$ cat src/rtl/gpio_def_params.svh
`ifndef GPIO_DEF_PARAMS_SVH
`define GPIO_DEF_PARAMS_SVH

// Printed offsets are register indices; byte address is four times the index
`define IDX_PORT_D_DATA 12'h003
`define IDX_PORT_D_DIR 12'h007
`define IDX_PORT_E_DATA 12'h008
`define IDX_PORT_F_DATA 12'h00A
`define IDX_PORT_E_DIR 12'h00C
`define IDX_PORT_F_DIR 12'h00D
`define IDX_PORT_E_LED 12'h00E
`define IDX_PORT_F_LED 12'h00F
`define IDX_CONFIG 12'h010
`define CFG_LCD_SELECT_BIT 0
`define RESET_DIR 8'h00
`define RESET_LED 8'h00
`define RESET_CFG 8'h00

`endif

$ cat src/rtl/gpio_def_pkg.sv
package gpio_def_pkg;

    // Pad control for one 8-bit port
    typedef struct packed {
        logic [7:0] out;
        logic [7:0] oe;
        logic [7:0] led;
    } pad_ctrl_type;

    // Peripheral override request for port D
    typedef struct packed {
        logic [7:0] enable;
        logic [7:0] out;
        logic [7:0] oe;
    } periph_ovr_type;

endpackage

$ cat src/rtl/gpio_ports_d_e_f.sv
`timescale 1ns/100ps
`include "gpio_def_params.svh"

// Contract
// Direction bit one drives the pin; zero leaves it high-impedance input.
// Reset clears all direction bits, so every pin starts as input.
// Port D data read gives latch for outputs, pin level for inputs.
// Port E data decoded at its address; read mixes latch and pin by direction.
// Port F data decoded at its address; read mixes latch and pin by direction.
// Writes to a data address update every latch bit regardless of direction.
// Writing an input bit changes only the latch, not the pin readback.
// Data latches have no reset and keep contents through system reset.
// Port E LED bits select direct LED drive or standard drive; read/write.
// LED drive applies only on outputs: LED bit ANDed with direction bit.
// Port F has its own LED register, gated by port F direction.
// One config bit hands all port E pins to the display frontplane driver.
// Software should load a latch before switching its pin to output.
// Each port has eight independent pins with latch, direction, LED bits; port D here has no LED register and pad_d.led stays zero.
// Reduced package: software keeps port F direction bits at zero.
// An enabled peripheral on a port D pin overrides port direction and data.
// LED registers reset to zero so all pins start with standard drive.
module gpio_ports_d_e_f #(
    parameter int WIDTH = 8
) (
    // APB slave
    input wire logic pclk,
    input wire logic presetn,
    input wire logic psel,
    input wire logic penable,
    input wire logic pwrite,
    input wire logic [13:0] paddr,
    input wire logic [31:0] pwdata,
    output logic [31:0] prdata,
    output logic pready,
    output logic pslverr,
    // Pin levels, asynchronous to pclk
    input wire logic [WIDTH-1:0] pin_d_in,
    input wire logic [WIDTH-1:0] pin_e_in,
    input wire logic [WIDTH-1:0] pin_f_in,
    // Port D peripheral overrides and display frontplane drive
    input wire gpio_def_pkg::periph_ovr_type periph_d,
    input wire logic [WIDTH-1:0] lcd_frontplane_outputs,
    // Pad controls
    output gpio_def_pkg::pad_ctrl_type pad_d,
    output gpio_def_pkg::pad_ctrl_type pad_e,
    output gpio_def_pkg::pad_ctrl_type pad_f,
    output logic port_e_lcd_select
);

    ////////////////////////////////////////////////////////////////////////////
    logic [WIDTH-1:0] port_d_data, port_e_data, port_f_data;
    logic [WIDTH-1:0] port_d_direction, port_e_direction, port_f_direction;
    logic [WIDTH-1:0] port_e_led_enable, port_f_led_enable;
    logic [WIDTH-1:0] second_config_register;
    logic [WIDTH-1:0] sync_d1, sync_d2, sync_e1, sync_e2, sync_f1, sync_f2;
    logic setup;
    logic wr;
    logic [11:0] idx;
    logic mapped;
    logic [WIDTH-1:0] rd_sel;

    assign idx = paddr[13:2];
    assign setup = psel && !penable;
    // Writes land at the completing edge, the one at which the master sees pready
    assign wr = psel && penable && pready && pwrite && mapped;

    function automatic logic [WIDTH-1:0] mix(input logic [WIDTH-1:0] dir,
                                            input logic [WIDTH-1:0] latch,
                                            input logic [WIDTH-1:0] pin);
        mix = (dir & latch) | (~dir & pin);
    endfunction

    function automatic logic hit(input logic [11:0] a);
        hit = (a == `IDX_PORT_D_DATA) || (a == `IDX_PORT_E_DATA) ||
              (a == `IDX_PORT_F_DATA) || (a == `IDX_PORT_D_DIR) ||
              (a == `IDX_PORT_E_DIR) || (a == `IDX_PORT_F_DIR) ||
              (a == `IDX_PORT_E_LED) || (a == `IDX_PORT_F_LED) ||
              (a == `IDX_CONFIG);
    endfunction

    assign mapped = hit(idx) && (paddr[1:0] == 2'h0);

    ////////////////////////////////////////////////////////////////////////////
    // Two-flop synchronisers for pin levels
    always_ff @(posedge pclk or negedge presetn) begin
        if (!presetn) begin
            sync_d1 <= 8'h00;
            sync_d2 <= 8'h00;
            sync_e1 <= 8'h00;
            sync_e2 <= 8'h00;
            sync_f1 <= 8'h00;
            sync_f2 <= 8'h00;
        end else begin
            sync_d1 <= pin_d_in;
            sync_d2 <= sync_d1;
            sync_e1 <= pin_e_in;
            sync_e2 <= sync_e1;
            sync_f1 <= pin_f_in;
            sync_f2 <= sync_f1;
        end
    end

    ////////////////////////////////////////////////////////////////////////////
    // Data latches: no reset, so contents survive a system reset
    always_ff @(posedge pclk) begin
        if (wr && idx == `IDX_PORT_D_DATA) begin
            port_d_data <= pwdata[WIDTH-1:0];
        end
        if (wr && idx == `IDX_PORT_E_DATA) begin
            port_e_data <= pwdata[WIDTH-1:0];
        end
        if (wr && idx == `IDX_PORT_F_DATA) begin
            port_f_data <= pwdata[WIDTH-1:0];
        end
    end

    // Direction, LED and configuration registers
    always_ff @(posedge pclk or negedge presetn) begin
        if (!presetn) begin
            port_d_direction <= `RESET_DIR;
            port_e_direction <= `RESET_DIR;
            port_f_direction <= `RESET_DIR;
            port_e_led_enable <= `RESET_LED;
            port_f_led_enable <= `RESET_LED;
            second_config_register <= `RESET_CFG;
        end else if (wr) begin
            if (idx == `IDX_PORT_D_DIR) begin
                port_d_direction <= pwdata[WIDTH-1:0];
            end else if (idx == `IDX_PORT_E_DIR) begin
                port_e_direction <= pwdata[WIDTH-1:0];
            end else if (idx == `IDX_PORT_F_DIR) begin
                port_f_direction <= pwdata[WIDTH-1:0];
            end else if (idx == `IDX_PORT_E_LED) begin
                port_e_led_enable <= pwdata[WIDTH-1:0];
            end else if (idx == `IDX_PORT_F_LED) begin
                port_f_led_enable <= pwdata[WIDTH-1:0];
            end else if (idx == `IDX_CONFIG) begin
                second_config_register <= pwdata[WIDTH-1:0];
            end
        end
    end

    ////////////////////////////////////////////////////////////////////////////
    // Read mux
    always_comb begin
        rd_sel = 8'h00;
        if (idx == `IDX_PORT_D_DATA) begin
            rd_sel = mix(port_d_direction, port_d_data, sync_d2);
        end else if (idx == `IDX_PORT_E_DATA) begin
            rd_sel = mix(port_e_direction, port_e_data, sync_e2);
        end else if (idx == `IDX_PORT_F_DATA) begin
            rd_sel = mix(port_f_direction, port_f_data, sync_f2);
        end else if (idx == `IDX_PORT_D_DIR) begin
            rd_sel = port_d_direction;
        end else if (idx == `IDX_PORT_E_DIR) begin
            rd_sel = port_e_direction;
        end else if (idx == `IDX_PORT_F_DIR) begin
            rd_sel = port_f_direction;
        end else if (idx == `IDX_PORT_E_LED) begin
            rd_sel = port_e_led_enable;
        end else if (idx == `IDX_PORT_F_LED) begin
            rd_sel = port_f_led_enable;
        end else if (idx == `IDX_CONFIG) begin
            rd_sel = second_config_register;
        end
    end

    // No wait state: answer registered in setup, shown with pready in the first access cycle
    always_ff @(posedge pclk or negedge presetn) begin
        if (!presetn) begin
            prdata <= 32'h0000_0000;
            pready <= 1'b0;
            pslverr <= 1'b0;
        end else begin
            pready <= setup;
            pslverr <= setup && !mapped;
            if (setup && !pwrite && mapped) begin
                prdata <= {24'h00_0000, rd_sel};
            end else if (setup) begin
                prdata <= 32'h0000_0000;
            end
        end
    end

    ////////////////////////////////////////////////////////////////////////////
    // Pad drive; pads are registered so outputs come from flops
    always_ff @(posedge pclk or negedge presetn) begin
        if (!presetn) begin
            pad_d <= '0;
            pad_e <= '0;
            pad_f <= '0;
            port_e_lcd_select <= 1'b0;
        end else begin
            // Peripheral wins over port logic, bit by bit
            pad_d.oe <= (periph_d.enable & periph_d.oe) |
                        (~periph_d.enable & port_d_direction);
            pad_d.out <= (periph_d.enable & periph_d.out) |
                         (~periph_d.enable & port_d_data);
            pad_d.led <= 8'h00;
            port_e_lcd_select <= second_config_register[`CFG_LCD_SELECT_BIT];
            if (second_config_register[`CFG_LCD_SELECT_BIT]) begin
                pad_e.oe <= 8'hFF;
                pad_e.out <= lcd_frontplane_outputs;
                pad_e.led <= 8'h00;
            end else begin
                pad_e.oe <= port_e_direction;
                pad_e.out <= port_e_data;
                pad_e.led <= port_e_led_enable & port_e_direction;
            end
            // Software is expected to keep these inputs on the small package
            pad_f.oe <= port_f_direction;
            pad_f.out <= port_f_data;
            pad_f.led <= port_f_led_enable & port_f_direction;
        end
    end

    ////////////////////////////////////////////////////////////////////////////
    property p_dir_reset;
        @(posedge pclk) $rose(presetn) |-> port_d_direction == 8'h00 &&
            port_e_direction == 8'h00 && port_f_direction == 8'h00;
    endproperty
    a_dir_reset: assert property (p_dir_reset) else $error("direction not cleared");

    property p_led_gate_e;
        @(posedge pclk) disable iff (!presetn)
        !second_config_register[`CFG_LCD_SELECT_BIT] |=>
            pad_e.led == $past(port_e_led_enable & port_e_direction);
    endproperty
    a_led_gate_e: assert property (p_led_gate_e) else $error("port E LED gating wrong");

    property p_led_gate_f;
        @(posedge pclk) disable iff (!presetn)
        ##1 1 |-> pad_f.led == $past(port_f_led_enable & port_f_direction);
    endproperty
    a_led_gate_f: assert property (p_led_gate_f) else $error("port F LED gating wrong");

    property p_oe_f;
        @(posedge pclk) disable iff (!presetn)
        ##1 1 |-> pad_f.oe == $past(port_f_direction);
    endproperty
    a_oe_f: assert property (p_oe_f) else $error("port F enable wrong");

    property p_lcd_take;
        @(posedge pclk) disable iff (!presetn)
        second_config_register[`CFG_LCD_SELECT_BIT] |=> pad_e.oe == 8'hFF && port_e_lcd_select;
    endproperty
    a_lcd_take: assert property (p_lcd_take) else $error("LCD handover missing");

    property p_override_d;
        @(posedge pclk) disable iff (!presetn)
        periph_d.enable != 8'h00 |=>
            ((pad_d.oe ^ $past(periph_d.oe)) & $past(periph_d.enable)) == 8'h00 &&
            ((pad_d.out ^ $past(periph_d.out)) & $past(periph_d.enable)) == 8'h00;
    endproperty
    a_override_d: assert property (p_override_d) else $error("port D override lost");

    property p_write_latch;
        @(posedge pclk) disable iff (!presetn)
        wr && idx == `IDX_PORT_E_DATA |=> port_e_data == $past(pwdata[7:0]);
    endproperty
    a_write_latch: assert property (p_write_latch) else $error("latch not written");

    property p_read_d;
        @(posedge pclk) disable iff (!presetn)
        setup && !pwrite && idx == `IDX_PORT_D_DATA && paddr[1:0] == 2'h0 |=>
            pready && prdata[7:0] == $past(mix(port_d_direction, port_d_data, sync_d2));
    endproperty
    a_read_d: assert property (p_read_d) else $error("port D readback wrong");

    property p_led_reset;
        @(posedge pclk) $rose(presetn) |-> port_e_led_enable == 8'h00 &&
            port_f_led_enable == 8'h00;
    endproperty
    a_led_reset: assert property (p_led_reset) else $error("LED not cleared");

endmodule

$ cat config.mk
export PLATFORM = sky130hd
export DESIGN_NAME = gpio_ports_d_e_f
export DESIGN_NICKNAME = d
export VERILOG_FILES = /design/src/rtl/gpio_def_pkg.sv /design/src/rtl/gpio_ports_d_e_f.sv
export VERILOG_INCLUDE_DIRS = /design/src /design/src/rtl
export SDC_FILE = /design/constraint.sdc
export NUM_CORES = 1
export LEC_CHECK = 0
export BUFFER_PORTS_ARGS = -buffer_cell sky130_fd_sc_hd__buf_2
export CAP_MARGIN = 20
export CORE_ASPECT_RATIO = 1.5
export CORE_UTILIZATION = 45
export CTS_BUF_LIST = sky130_fd_sc_hd__clkbuf_16
export DETAILED_ROUTE_END_ITERATION = 8
export HOLD_SLACK_MARGIN = 0.02
export PLACE_DENSITY = 0.7
export SYNTH_ARGS = -nofsm -noshare
export SYNTH_HDL_FRONTEND = slang
export SYNTH_SLANG_ARGS = --single-unit
$ cat constraint.sdc
create_clock -name pclk -period 2.1 [get_ports pclk]
set_clock_uncertainty 0.15 [all_clocks]
set_input_delay 0.21 -clock pclk [delete_from_list [all_inputs] [get_ports pclk]]
set_output_delay 0.21 -clock pclk [all_outputs]
set_load 0.01 [all_outputs]
Word level (Yosys, flattened, before mapping)
Index checks and enable logic that the tools add are counted.
Storage, ports and cells
  bits in registers: 219
  input bits: 107
  output and inout bits: 107
Operators by class
  multiplexer cells: 12
  bitwise operators: 26
  reductions and logical operators: 31
  equality and inequality tests: 9
Operator list (number)
  8-bit AND: 12
  12-bit by 4-bit == test with 1-bit output (second input constant): 6
  8-bit two-way mux: 9
  32-bit two-way mux: 2
  8-bit bitwise OR: 5
  8-bit NOT: 4
  24-bit two-way mux: 1
  12-bit by 2-bit == test with 1-bit output (second input constant): 1
  12-bit by 3-bit == test with 1-bit output (second input constant): 1
  12-bit by 5-bit == test with 1-bit output (second input constant): 1
  1-bit logical AND: 12
  1-bit logical OR: 8
  7-bit AND reduction: 1
  6-bit AND reduction: 1
  1-bit NOT: 5
  5-bit AND reduction: 1
  4-bit AND reduction: 1
  1-bit zero test: 3
  3-bit AND reduction: 1
  2-bit zero test: 1
  2-bit AND reduction: 1
  2-bit nonzero test: 1

Logic depth before layout (Yosys ltp)
Gate-level depths: netlist of the first run.
  depth after elaboration: 12
  gate-level depth with buffers: 8

Worst setup path after synthesis of the first run
OpenSTA, ideal clock, no wires.
  path kind: input port to flip-flop
  from: input port paddr[12]
  to: register port_e_direction[0]
  setup slack: -0.183 ns
  library setup time: 0.125 ns
  cell stages on the path: 5
  path buffers: 0
  required time: 1.825 ns
  arrival time: 2.008 ns
  cell sequence: or4_4 -> nor3_4 -> o211ai_4 -> nor4_4 -> mux2_4
On the way
  word-level cells in the longest chain between the ends: 12
Ends and longest elaborated chain
  start, declared: RTL line gpio_ports_d_e_f.sv:31  | input wire logic [13:0] paddr,
  12-bit by 2-bit == test with 1-bit output (no source line) or 12-bit by 4-bit == test with 1-bit output (tied branches)
  1-bit logical OR (8 in series): RTL line gpio_ports_d_e_f.sv:74  | hit = (a == `IDX_PORT_D_DATA) || (a == `IDX_PORT_E_DATA) ||
  1-bit logical AND: RTL line gpio_ports_d_e_f.sv:81  | assign mapped = hit(idx) && (paddr[1:0] == 2'h0);
  1-bit logical AND: RTL line gpio_ports_d_e_f.sv:65  | assign wr = psel && penable && pready && pwrite && mapped;
  3-bit AND reduction (no source line) *
  end signal, assigned: RTL line gpio_ports_d_e_f.sv:121  | port_e_direction <= `RESET_DIR;
  end signal, assigned: RTL line gpio_ports_d_e_f.sv:130  | port_e_direction <= pwdata[WIDTH-1:0];
  end, declared: RTL line gpio_ports_d_e_f.sv:52  | logic [WIDTH-1:0] port_d_direction, port_e_direction, port_f_direction;
Every way passes the cells marked *; elsewhere a longest branch is shown, timed or not.
A chain may end at the register's enable or synchronous reset.

Worst setup path after layout of the first run
  from: register pready
  to: register port_f_direction[0]
On the way
  word-level cells in the longest chain between the ends: 4
Ends and longest elaborated chain
  start, declared: RTL line gpio_ports_d_e_f.sv:34  | output logic pready,
  start signal, assigned: RTL line gpio_ports_d_e_f.sv:175  | pready <= setup;
  1-bit logical AND (3 in series): RTL line gpio_ports_d_e_f.sv:65
  4-bit AND reduction (no source line)
  end signal, assigned: RTL line gpio_ports_d_e_f.sv:122  | port_f_direction <= `RESET_DIR;
  end signal, assigned: RTL line gpio_ports_d_e_f.sv:132  | port_f_direction <= pwdata[WIDTH-1:0];
  end, declared: RTL line gpio_ports_d_e_f.sv:52
Every way passes these cells.

==> impl_summary.md, run 1 <==
Global route
The overall fraction of global-route tracks in use is 24.7%. The number of global-route vias before repair is a little under 6k. The final global-route overflow total is 0. The initial antenna violation count came to 0. The first-pass GRT wire length is 31.3 mm.

The pin count of the biggest net entering global routing is roughly 110.

Finish
The repair_antennas step left the layout with diodes totalling 0. After routing the design area is approximately 10000 um2. The filler cells instantiated in the layout total 1295.

The fraction of the core area covered by cells at the end of the flow is 62.1%. At the end of the flow, the number of nets in the layout was 936. The area of all sequential standard cells is 5000 um2. The area added between synthesis and finish is 35.3%. The combined area of the multi-input logic cells is about 2500 um2.

The share of cells above drive strength 1 is 41.0%.

Power
Of the total power, the clock network draws 42.9%. Of the total power, the share spent switching nets is 22.2%. Combinational logic burns 6.6% of the power. The power density normalized to cell area is between 700 and 800 nW/um2. Of the total power, registers draw 50.5%.

The worst-case IR drop observed on VDD is ~660 uV. In this run the power spent charging and discharging nets is roughly 1.7 mW. After layout, the design draws a total of a little under 8 mW. Internal power comes to roughly 6.0 mW. The analysis attributes to cell leakage a power of 4.95 nW.

Floorplanning
In this run the count of I/O pins placed on the die edge is roughly 210. The total area inside the core boundary comes to 16800 um2. The die covers 17600 um2. The initialized floorplan defines 58 standard-cell rows. Measured along the y axis, the die boundary spans 162 um. The horizontal extent of the die is 109 um.

The starting density of the core is 45.9%.

Timing
The final-report hold violation count is 0. The summed negative setup slack over all endpoints is 0 ns. Setup repair after global routing left no endpoint under its margin.

Of the available clock period, the critical path in the final layout requires 95.0%. The setup-violating endpoint count in the final report is 0. The fmax is approximately 500 MHz. The final number of max-transition violations came to 0. For the pin with the worst max-slew slack, the measured transition is 0.580 ns. The setup slack of the critical path after layout is 0.106 ns. The worst pin sits at a relative slew slack of between 60% and 70%. The final period demand of the worst path is between 1.5 and 2 ns.

Placement
The placed instance area is 9050 um2. The congestion estimate from routability-driven global placement came to 0.863. The placement-stage worst setup slack is -0.307 ns. During placement, the flow inserted port buffers numbering 157. The post-detailed-placement half-perimeter wirelength is 14.0 mm.

CTS
The clock reaches the later pin of the worst-skew pair after 0.43 ns. The tree is rooted in a sky130_fd_sc_hd__clkbuf_16. TritonCTS created 17 clock buffers.

The clock transition time at the flip-flop clock pins of the worst setup and hold paths is 0.07 ns. The clock passes through at most 2 buffers. Clock tree synthesis found a total of 195 sinks. TritonCTS built the clock tree. The count of H-tree levels built during CTS is 4.

Hold path
The worst hold path passes through 4 cells. The path class of the tightest hold or removal check is primary input to flip-flop.

Routing
Dividing the detail-routed wire length by the instance count gives 19.6 um. The iteration count of the initial detailed-routing pass is 4. In this run the top signal layer used is met4. For this block, the via count after detailed routing is 5481. The wire length after detailed routing is 20.6 mm. The number of DRC markers after the initial detailed-route iteration is 295. The met3 wirelength from detailed routing is 764 um. In the routed design, unresolved DRC markers number 0. Detailed routing placed a total of 11.1 mm of wire on met2. The remaining antenna violation count after routing is 0. Using the TritonRoute via totals, the vias-per-cell ratio works out to 5.21.

In the final routing, the length of wire on met1 measures 8.01 mm.

Synthesis
The count of warnings emitted by yosys is 0. Synthesis produced 539 cells. For this run, the leading register cell type out of synthesis is sky130_fd_sc_hd__dfrtp_1. The number of synthesized flops with an enable pin is 24. The flop and latch count out of synthesis is 195. Counting flops with an async set or reset pin after synthesis yields a share of 87.7%. The most common cell in the synthesized netlist is sky130_fd_sc_hd__dfrtp_1. By count the netlist is led by 171 x sky130_fd_sc_hd__dfrtp_1, 67 x sky130_fd_sc_hd__mux2_2, 32 x sky130_fd_sc_hd__buf_4.

The mean cell area of the mapped netlist is 14.3 um2. The synthesized cell area is 7690 um2. The part of the Yosys area used for sequential elements is 65.0%. The number of library cell types mapped by synthesis is 49. After synthesis, the largest area contributor takes up 55.6% of total cell area. sky130_fd_sc_hd__dfrtp_1 takes more of the synthesized area than any other cell.

In the post-synthesis netlist, the biggest area contributors are sky130_fd_sc_hd__dfrtp_1 56%, sky130_fd_sc_hd__mux2_2 9.8%, sky130_fd_sc_hd__edfxtp_1 9.4%.

Outcome
The flow ran to the end, and the final reports show no timing, DRC or antenna violations.

Worst setup path
The biggest fanout along the worst timing path is 8. By startpoint and endpoint, the worst setup path is classified as flip-flop to flip-flop. The worst setup path is captured at a flip-flop. The worst path arrival time is 2.16 ns.

The required time reported for the critical path endpoint is 2.26 ns. Measured in cells, the most critical reg-to-reg path has a length of 6. The nature of the critical path startpoint is a flip-flop.

Job
The number of max-capacitance violations reported is 0.
layout by cell type (no fill, tap or decap), types with 3 or more instances in the layout:
cell type,instances
sky130_fd_sc_hd__a211oi_1,6
sky130_fd_sc_hd__a221oi_1,7
sky130_fd_sc_hd__a22oi_1,15
sky130_fd_sc_hd__and2_1,8
sky130_fd_sc_hd__and3b_1,3
sky130_fd_sc_hd__and3b_2,3
sky130_fd_sc_hd__buf_12,5
sky130_fd_sc_hd__buf_2,156
sky130_fd_sc_hd__buf_4,54
sky130_fd_sc_hd__bufinv_16,3
sky130_fd_sc_hd__clkbuf_16,17
sky130_fd_sc_hd__clkinv_4,4
sky130_fd_sc_hd__conb_1,32
sky130_fd_sc_hd__dfrtp_1,171
sky130_fd_sc_hd__dlygate4sd3_1,75
sky130_fd_sc_hd__edfxtp_1,24
sky130_fd_sc_hd__inv_1,5
sky130_fd_sc_hd__mux2_2,67
sky130_fd_sc_hd__mux2_4,8
sky130_fd_sc_hd__mux2i_1,23
sky130_fd_sc_hd__nand2_1,17
sky130_fd_sc_hd__nand3_1,24
sky130_fd_sc_hd__nand4_1,8
sky130_fd_sc_hd__nor2_1,18
sky130_fd_sc_hd__o211ai_1,8
sky130_fd_sc_hd__o21ai_0,14
sky130_fd_sc_hd__o22a_1,6
sky130_fd_sc_hd__o22ai_1,8
sky130_fd_sc_hd__or2_2,9
sky130_fd_sc_hd__or3_1,3
power groups by stage:
stage	combinational, mW	clock, mW	sequential (mW)
final	0.507	3.31	3.90
after global routing	0.560	3.55	3.90
after CTS	0.510	3.37	3.90
after detailed placement	0.401	0	3.97
after global placement	0.393	0	3.97
after floorplan	0.167	0	3.98
sequential cells by signal (all words and copies together), names as in the netlist, 8 cells and up:
register / count
pad_d: 16
pad_e: 24
pad_f: 24
port_d_data: 8
port_d_direction: 8
port_e_data: 8
port_e_direction: 8
port_e_led_enable: 8
port_f_data: 8
port_f_direction: 8
port_f_led_enable: 8
prdata: 8
second_config_register: 8
sync_d1: 8
sync_d2: 8
sync_e1: 8
sync_e2: 8
sync_f1: 8
sync_f2: 8
worst paths after layout:
check / startpoint / endpoint / slack, ns
hold reg to reg: sync_e1[3] / sync_e2[3] / 0.19
max in group asynchronous: presetn / sync_f1[2] / 1.09
setup reg to reg: pready / port_f_direction[0] / 0.11
hold / removal: paddr[0] / pslverr / 0.16
min in group asynchronous: presetn / pad_e[12] / 0.19
setup / recovery: pready / port_f_direction[0] / 0.11
through the flow:
step	hold WS, ns	instances
2_1_floorplan	-0.236	570
5_1_grt	0.196	1052
3_3_place_gp	0.0739	945
6_report	0.163	1052
3_5_place_dp	0.0806	945
4_1_cts	0.146	1052
metal layers:
metal	up-vias	GRT usage (%)
met2	179	43.7
met4	0	11.5
met3	49	4.61
met5	-	0
li1	2478	-
met1	2775	28.3
area by class of cell:
cell class	instances	share of cell area (%)
sequential	195	48.0
clock buffer	17	4.09
inverter	4	0.144
tap	210	2.52
multi-input combinational	320	23.8
clock inverter	15	1.73
timing repair buffer	291	19.7
worst max-delay path: stages (launching register included):
cell	delay [ns]
sky130_fd_sc_hd__dfrtp_1	0.35
sky130_fd_sc_hd__nand4_1	0.12
sky130_fd_sc_hd__buf_4	0.16
sky130_fd_sc_hd__nor3_4	0.14
sky130_fd_sc_hd__o211ai_4	0.15
sky130_fd_sc_hd__and3b_2	0.43
sky130_fd_sc_hd__mux2_2	0.38
logic make-up after synthesis:
kind of cell / share of synthesized area (%)
buffers and inverters: 4.47
DFF: 65.0
other: 0.0487
and+or+nand+nor: 8.94
AOI/OAI and AO/OA: 7.20
muxes: 14.4
what timing repair did:
action	4_1_cts	5_1_grt
setup endpoints to repair	0	23
resized for setup	0	1
endpoints found under the hold margin	262	0
hold buffers	75	0
setup buffers	0	0
(Power assumes the default switching activity.)
==> run 2, diff against run 1 <==
PLACE_DENSITY = 0.83   (was 0.7)
clock period = 1.8 ns   (was 2.1 ns; I/O delays follow)
==> run 2 against run 1 <==
Net effect: setup slack got worse by 0.36 ns; worst hold slack got worse by 0.075 ns; critical path type unchanged; sequential share of layout area decreased by 1.4 points; cell area increased by 2.9%; critical endpoint is now second_config_register[5]; cell count increased by 1.2%; the flow now finishes with violations (setup timing); sequential power increased by 17%; first-iteration DRC count increased by 25%.
==> impl_summary.md, run 2 (synthesis gave the netlist of run 1 again) <==
Timing
The final number of max-transition violations was 0 (unchanged). The final-report hold violation count is 0 (unchanged). The part of the cycle the worst path needs is 114% (was 95.0%).

Unrepaired setup endpoints after global routing: yes (was no). The setup-violating endpoint count in the final report was 64 (was 0). The fmax is 488 MHz (was 501 MHz). The setup slack of the critical path after layout came to -0.251 ns (was 0.106 ns). The worst slack on hold paths is 0.0878 ns (was 0.163 ns). The final period demand of the worst path came to 2.05 ns (was 1.99 ns).

CTS
The sink count of the clock tree was 195 (unchanged). The number of buffers on the longest clock path is 2 (unchanged). The source-to-sink clock delay at the later pin of the worst-skew pair is 0.44 ns (was 0.43 ns). The number of buffers inserted during clock tree synthesis is 17 (unchanged). The TritonCTS clock tree is built (unchanged).

The count of H-tree levels built during CTS came to 4 (unchanged). The clock transition time at the flip-flop clock pins of the worst setup and hold paths is 0.06 ns (was 0.07 ns). The root buffer cell is sky130_fd_sc_hd__clkbuf_16 (unchanged).

Floorplanning
The horizontal extent of the die is 109 um (unchanged). The starting density of the core was 45.9% (unchanged). The height of the die was 162 um (unchanged). The floorplan core area came to 16800 um2 (unchanged). The die area is 17600 um2 (unchanged). The site row count is 58 (unchanged). The number of I/O pins is 214 (unchanged).

Routing
The number of vias in the routed layout was 5673 (was 5481). The iteration count of the initial detailed-routing pass is 5 (was 4). The number of DRC markers after the initial detailed-route iteration was 369 (was 295). The remaining antenna violation count after routing is 0 (unchanged). The average routed wire per standard cell came to 19.4 um (was 19.6 um). The DRC violations left was 0 (unchanged). The wire length after detailed routing is 20.6 mm (about the same). The routed via count divided by cell count came to 5.33 (was 5.21).

Finish
The number of nets in the final layout is 950 (was 936). Commonest non-fill, non-tap cells in the layout: 171 x sky130_fd_sc_hd__dfrtp_1, 156 x sky130_fd_sc_hd__buf_2, 75 x sky130_fd_sc_hd__dlygate4sd3_1, 57 x sky130_fd_sc_hd__buf_4, 42 x sky130_fd_sc_hd__mux2_2 (was 171 x sky130_fd_sc_hd__dfrtp_1, 156 x sky130_fd_sc_hd__buf_2, 75 x sky130_fd_sc_hd__dlygate4sd3_1, 67 x sky130_fd_sc_hd__mux2_2, 54 x sky130_fd_sc_hd__buf_4). The number of antenna cells inserted is 0 (unchanged). Largest regs: pad_e: 24 flops, pad_f: 24 flops, pad_d: 16 flops (unchanged). The number of inserted filler cells in the final layout was 1207 (was 1295). The share of cells above drive strength 1 came to 42.8% (was 41.0%). The combined area of the multi-input logic cells is 2650 um2 (was 2480 um2). The area added between synthesis and finish was 39.3% (was 35.3%).

The leading cell type in the layout, fill and taps excluded is sky130_fd_sc_hd__dfrtp_1 (unchanged). The area of all sequential standard cells came to 5000 um2 (unchanged).

Worst setup path
The biggest fanout along the worst timing path is 8 (unchanged). The nature of the critical path startpoint is a flip-flop (unchanged). The endpoint class of the critical path is a flip-flop (unchanged). The class of the most critical setup path is flip-flop to flip-flop (unchanged). The worst path arrival time is 2.22 ns (was 2.16 ns). The required time reported for the critical path endpoint was 1.97 ns (was 2.26 ns).

Placement
The final RePlAce weighted congestion is 0.876 (was 0.863). The count of input and output buffers came to 157 (unchanged). The placement-stage worst setup slack was -0.463 ns (was -0.307 ns). The post-detailed-placement half-perimeter wirelength is 14.1 mm (was 14.0 mm).

Global route
The overall fraction of global-route tracks in use is 24.8% (was 24.7%). The final global-route overflow total was 0 (unchanged). The pin count of the biggest net entering global routing came to 47 (was 109). The number of global-route vias before repair was 5918 (was 5796). The first-pass GRT wire length was 31.7 mm (was 31.3 mm). The initial antenna violation count is 0 (unchanged).

Outcome
Status: complete, but fails checks (was finished clean). The checks that failed: setup timing.

Power
The power density normalized to cell area is 821 nW/um2 (was 742 nW/um2). The maximum VDD drop came to 544 uV (was 659 uV). The leakage power figure is 5.05 nW (was 4.95 nW).

Job
The number of max-capacitance violations reported is 0 (unchanged).

Hold path
The path category of the worst min-delay check is primary input to asynchronous set/reset pin (was primary input to flip-flop).
## run 2: worst paths after layout
check                            from                        end  slack, ns  cells past startpoint
hold reg to reg            sync_d1[5]                 sync_d2[5]       0.20                      0
setup reg to reg               pready  second_config_register[5]      -0.25                      7
min in group pclk          sync_d1[5]                 sync_d2[5]       0.20                      0
hold / removal                presetn                 sync_f2[3]       0.09                      2
max in group asynchronous     presetn                   pad_f[2]       0.82                      3
setup / recovery               pready  second_config_register[5]      -0.25                      7
## run 2: per-stage QoR
stage          util, %  TNS, ns  instances  total power [mW]  area (um2)
6_report          63.9    -7.87       1065              8.80       10700
3_3_place_gp      55.3   -27.53        954              5.12        9270
4_1_cts           63.7    -7.94       1062              8.84       10700
5_1_grt           63.9   -10.94       1065              9.10       10700
2_1_floorplan        -   -20.08        570              4.84        7950
3_5_place_dp      55.3   -29.56        954              5.13        9270
## run 2: cell type report
class	count	share of cell area [%]
clock buffers	17	3.97
clock inverters	14	1.18
inverters	4	0.140
multi-input cells	320	24.7
flip-flops and latches	195	46.7
well taps	210	2.45
repair buffers	305	20.9
## run 2: repair_timing
item	CTS	global route
endpoints found under the setup margin	72	78
pin swaps	7	5
endpoints found under the hold margin	285	0
gates cloned	0	0
buffers inserted	2	4
resized for setup	19	4
hold buffers	75	0
## run 2: critical path: stages, from the launching register on
cell,delay (ns)
sky130_fd_sc_hd__dfrtp_1,0.35
sky130_fd_sc_hd__nand4_1,0.13
sky130_fd_sc_hd__buf_6,0.17
sky130_fd_sc_hd__or3_4,0.34
sky130_fd_sc_hd__a211oi_4,0.18
sky130_fd_sc_hd__buf_4,0.16
sky130_fd_sc_hd__nand3_4,0.13
sky130_fd_sc_hd__mux2_2,0.32
## run 2: power by group
group / internal (mW) / total [mW] / switching, mW
clock network: 1.92 / 3.62 / 1.69
registers: 4.53 / 4.55 / 0.0226
logic: 0.302 / 0.631 / 0.329
## run 2: metal layers
| metal | up-vias | GRT usage (%) | wire length [um] |
|---|---|---|---|
| met1 | 2828 | 28.6 | 7870 |
| met3 | 75 | 4.90 | 1020 |
| li1 | 2503 | - | - |
| met2 | 267 | 41.9 | 10600 |
| met4 | 0 | 15.3 | 1150 |
| met5 | - | 0 | 0 |
==> run 3, diff against run 2 <==
REMOVE_ABC_BUFFERS = 1   (was default)
==> run 3 against run 2 <==
Net effect: first-iteration DRC count is 2.7% higher; cell area is 1.4% higher; sequential share of layout area is 0.66 points lower; clock power is 6.9% higher; highest routed layer unchanged; non-clock buffer count is 28 higher; largest power group unchanged; worst hold slack better by 0.015 ns; setup slack better by 0.089 ns; cell count is 2.7% higher; the run still ends with setup timing left; combinational power is 3% higher; sequential power hardly changed.
==> impl_summary.md, run 3 (synthesis gave the netlist of run 1 again) <==
CTS
The source-to-sink clock delay at the later pin of the worst-skew pair is 0.43 ns (was 0.44 ns). The count of H-tree levels built during CTS is 4 (unchanged). The clock transition time at the flip-flop clock pins of the worst setup and hold paths is 0.07 ns (was 0.06 ns). The number of buffers inserted during clock tree synthesis came to 17 (unchanged). The TritonCTS clock tree is built (unchanged). The root buffer cell is sky130_fd_sc_hd__clkbuf_16 (unchanged). The sink count of the clock tree is 195 (unchanged).

The number of buffers on the longest clock path is 2 (unchanged).

Routing
The iteration count of the initial detailed-routing pass was 7 (was 5). The DRC violations left is 0 (unchanged). The remaining antenna violation count after routing was 0 (unchanged). The number of DRC markers after the initial detailed-route iteration is 379 (was 369). The wire length after detailed routing is 22.4 mm (was 20.6 mm).

The routed via count divided by cell count was 5.35 (was 5.33). The number of vias in the routed layout was 5851 (was 5673). The average routed wire per standard cell was 20.5 um (was 19.4 um).

Timing
The fmax came to 510 MHz (was 488 MHz). The setup-violating endpoint count in the final report was 72 (was 64). The final period demand of the worst path is 1.96 ns (was 2.05 ns). The worst slack on hold paths is 0.102 ns (was 0.0878 ns). The final-report hold violation count is 0 (unchanged). Unrepaired setup endpoints after global routing: yes (unchanged). The summed negative setup slack over all endpoints is -8.51 ns (was -7.87 ns). The final number of max-transition violations was 0 (unchanged).

The part of the cycle the worst path needs is 109% (was 114%). The setup slack of the critical path after layout is -0.162 ns (was -0.251 ns).

Power
The total net switching power came to 2.11 mW (was 2.05 mW). The leakage power figure is 5.20 nW (was 5.05 nW). The register share of total power came to 50.2% (was 51.7%). The maximum VDD drop is 570 uV (was 544 uV). The cell-internal power is 6.96 mW (was 6.75 mW).

The switching power as a share of total power is 23.3% (about the same). The clock network fraction of design power is 42.7% (was 41.1%). The power density normalized to cell area is 835 nW/um2 (was 821 nW/um2). The combinational share of power was 7.2% (about the same).

Outcome
Status: complete, but fails checks (unchanged). Violations in the final reports: setup timing (unchanged).

Placement
The final RePlAce weighted congestion is 0.983 (was 0.876). The placed instance area is 9300 um2 (was 9270 um2). The post-detailed-placement half-perimeter wirelength is 15.0 mm (was 14.1 mm). The count of input and output buffers is 157 (unchanged).

Global route
The number of global-route vias before repair came to 6144 (was 5918). The most crowded layer after global routing is met2 (unchanged). The global-route met2 utilization was 44.8% (was 41.9%). The first-pass GRT wire length is 34.1 mm (was 31.7 mm). The pin count of the biggest net entering global routing was 44 (was 47). The initial antenna violation count is 0 (unchanged). The met3 usage is 5.62% (was 4.90%). The overall fraction of global-route tracks in use is 26.9% (was 24.8%). The met1 usage in global routing is 31.6% (was 28.6%). The final global-route overflow total is 0 (unchanged).

Worst setup path
List of cells traversed by the critical path: nand4_1, buf_6, nor3_4, o211ai_4, buf_4, buf_6, nor2_4, buf_6 (was nand4_1, buf_6, or3_4, a211oi_4, buf_4, nand3_4, mux2_2). The nature of the critical path startpoint was a flip-flop (unchanged). The biggest fanout along the worst timing path is 6 (was 8). The class of the most critical setup path is flip-flop to flip-flop (unchanged).

The endpoint of the lowest-slack register-to-register path is port_f_data[3] (was second_config_register[5]). The required time reported for the critical path endpoint is 1.79 ns (was 1.97 ns). The cell count of the worst reg-to-reg path is 8 (was 7). Counting stages on the worst path, the most repeated cell is sky130_fd_sc_hd__buf_6. The endpoint class of the critical path is a flip-flop (unchanged).

The biggest cell delay along the critical path is 0.35 ns (about the same). The worst path arrival time is 1.95 ns (was 2.22 ns). The slack of the worst reg-to-reg path is -0.16 ns (was -0.25 ns).

The worst reg2reg path startpoint was pready (unchanged). The master of the slowest instance on the critical path is sky130_fd_sc_hd__dfrtp_1 (unchanged).

Floorplanning
The number of I/O pins came to 214 (unchanged). The height of the die is 162 um (unchanged). The starting density of the core is 45.9% (unchanged). The horizontal extent of the die is 109 um (unchanged). The die area came to 17600 um2 (unchanged). The site row count is 58 (unchanged). The floorplan core area is 16800 um2 (unchanged).

Finish
The number of antenna cells inserted is 0 (unchanged). The leading cell type in the layout, fill and taps excluded is sky130_fd_sc_hd__dfrtp_1 (unchanged). Commonest non-fill, non-tap cells in the layout: 171 x sky130_fd_sc_hd__dfrtp_1, 156 x sky130_fd_sc_hd__buf_2, 82 x sky130_fd_sc_hd__buf_4, 75 x sky130_fd_sc_hd__dlygate4sd3_1, 51 x sky130_fd_sc_hd__mux2_2 (was 171 x sky130_fd_sc_hd__dfrtp_1, 156 x sky130_fd_sc_hd__buf_2, 75 x sky130_fd_sc_hd__dlygate4sd3_1, 57 x sky130_fd_sc_hd__buf_4, 42 x sky130_fd_sc_hd__mux2_2). The share of cells above drive strength 1 is 44.5% (was 42.8%). The post-layout instance area came to 10900 um2 (was 10700 um2). The area added between synthesis and finish is 41.3% (was 39.3%).

The number of nets in the final layout came to 978 (was 950). Largest regs: pad_e: 24 flops, pad_f: 24 flops, pad_d: 16 flops (unchanged).

Job
The number of max-capacitance violations reported is 0 (unchanged).

Hold path
The path category of the worst min-delay check is primary input to asynchronous set/reset pin (unchanged).
[run 3: repair_timing]
action	CTS	global route
setup endpoints to repair	72	78
resized for setup	31	11
pin swaps	5	2
endpoints found under the hold margin	269	0
hold buffers	75	0
buffers inserted	4	1
[run 3: cell type report]
type | count | area (um2)
Multi-Input combinational cell | 320 | 2570
Timing Repair Buffer | 333 | 2400
Fill cell | 1194 | 5890
Clock buffer | 19 | 475
Sequential cell | 195 | 5000
Inverter | 4 | 15.0
Clock inverter | 13 | 140
Tap cell | 210 | 263
[run 3: power by group through the flow]
stage          logic (mW)  clock network, mW  registers [mW]
6_report            0.651               3.87            4.55
3_3_place_gp        0.499                  0            4.63
2_1_floorplan       0.129                  0            4.64
4_1_cts             0.641               3.94            4.55
3_5_place_dp        0.509                  0            4.63
5_1_grt             0.706               4.10            4.56
[run 3: how the worst max path moves through the flow]
stage                                      to  slack, ns  cells past startpoint       from
after floorplan                port_e_data[0]      -0.97                      3  paddr[11]
after global placement    port_e_direction[3]      -0.43                      7  paddr[12]
after detailed placement  port_e_direction[2]      -0.46                      7  paddr[12]
after CTS                 port_f_direction[0]      -0.15                      6     pready
after global routing      port_f_direction[0]      -0.26                      6     pready
final                          port_f_data[3]      -0.16                      8     pready
[run 3: through the flow]
stage | power (mW) | utilization [%] | std cells | setup WS [ns]
floorplan | 4.77 | - | 519 | -0.968
global placement | 5.13 | 55.5 | 982 | -0.425
detailed placement | 5.14 | 55.5 | 982 | -0.458
CTS | 9.13 | 64.5 | 1093 | -0.153
global route | 9.36 | 64.8 | 1094 | -0.258
finish | 9.07 | 64.8 | 1094 | -0.162
[run 3: critical path: cells and delay by family (launching register included)]
| kind | cells | cell delay (ns) |
|---|---|---|
| buffers and inverters | 4 | 0.63 |
| AND/OR/NAND/NOR | 3 | 0.42 |
| flip-flops | 1 | 0.35 |
| AO/OA/AOI/OAI | 1 | 0.14 |
[run 3: layer usage]
| layer | vias up | share of wire [%] |
|---|---|---|
| li1 | 2565 | - |
| met1 | 2912 | 38 |
| met2 | 297 | 50 |
| met3 | 77 | 5.6 |
| met4 | 0 | 5.9 |
| met5 | - | 0 |
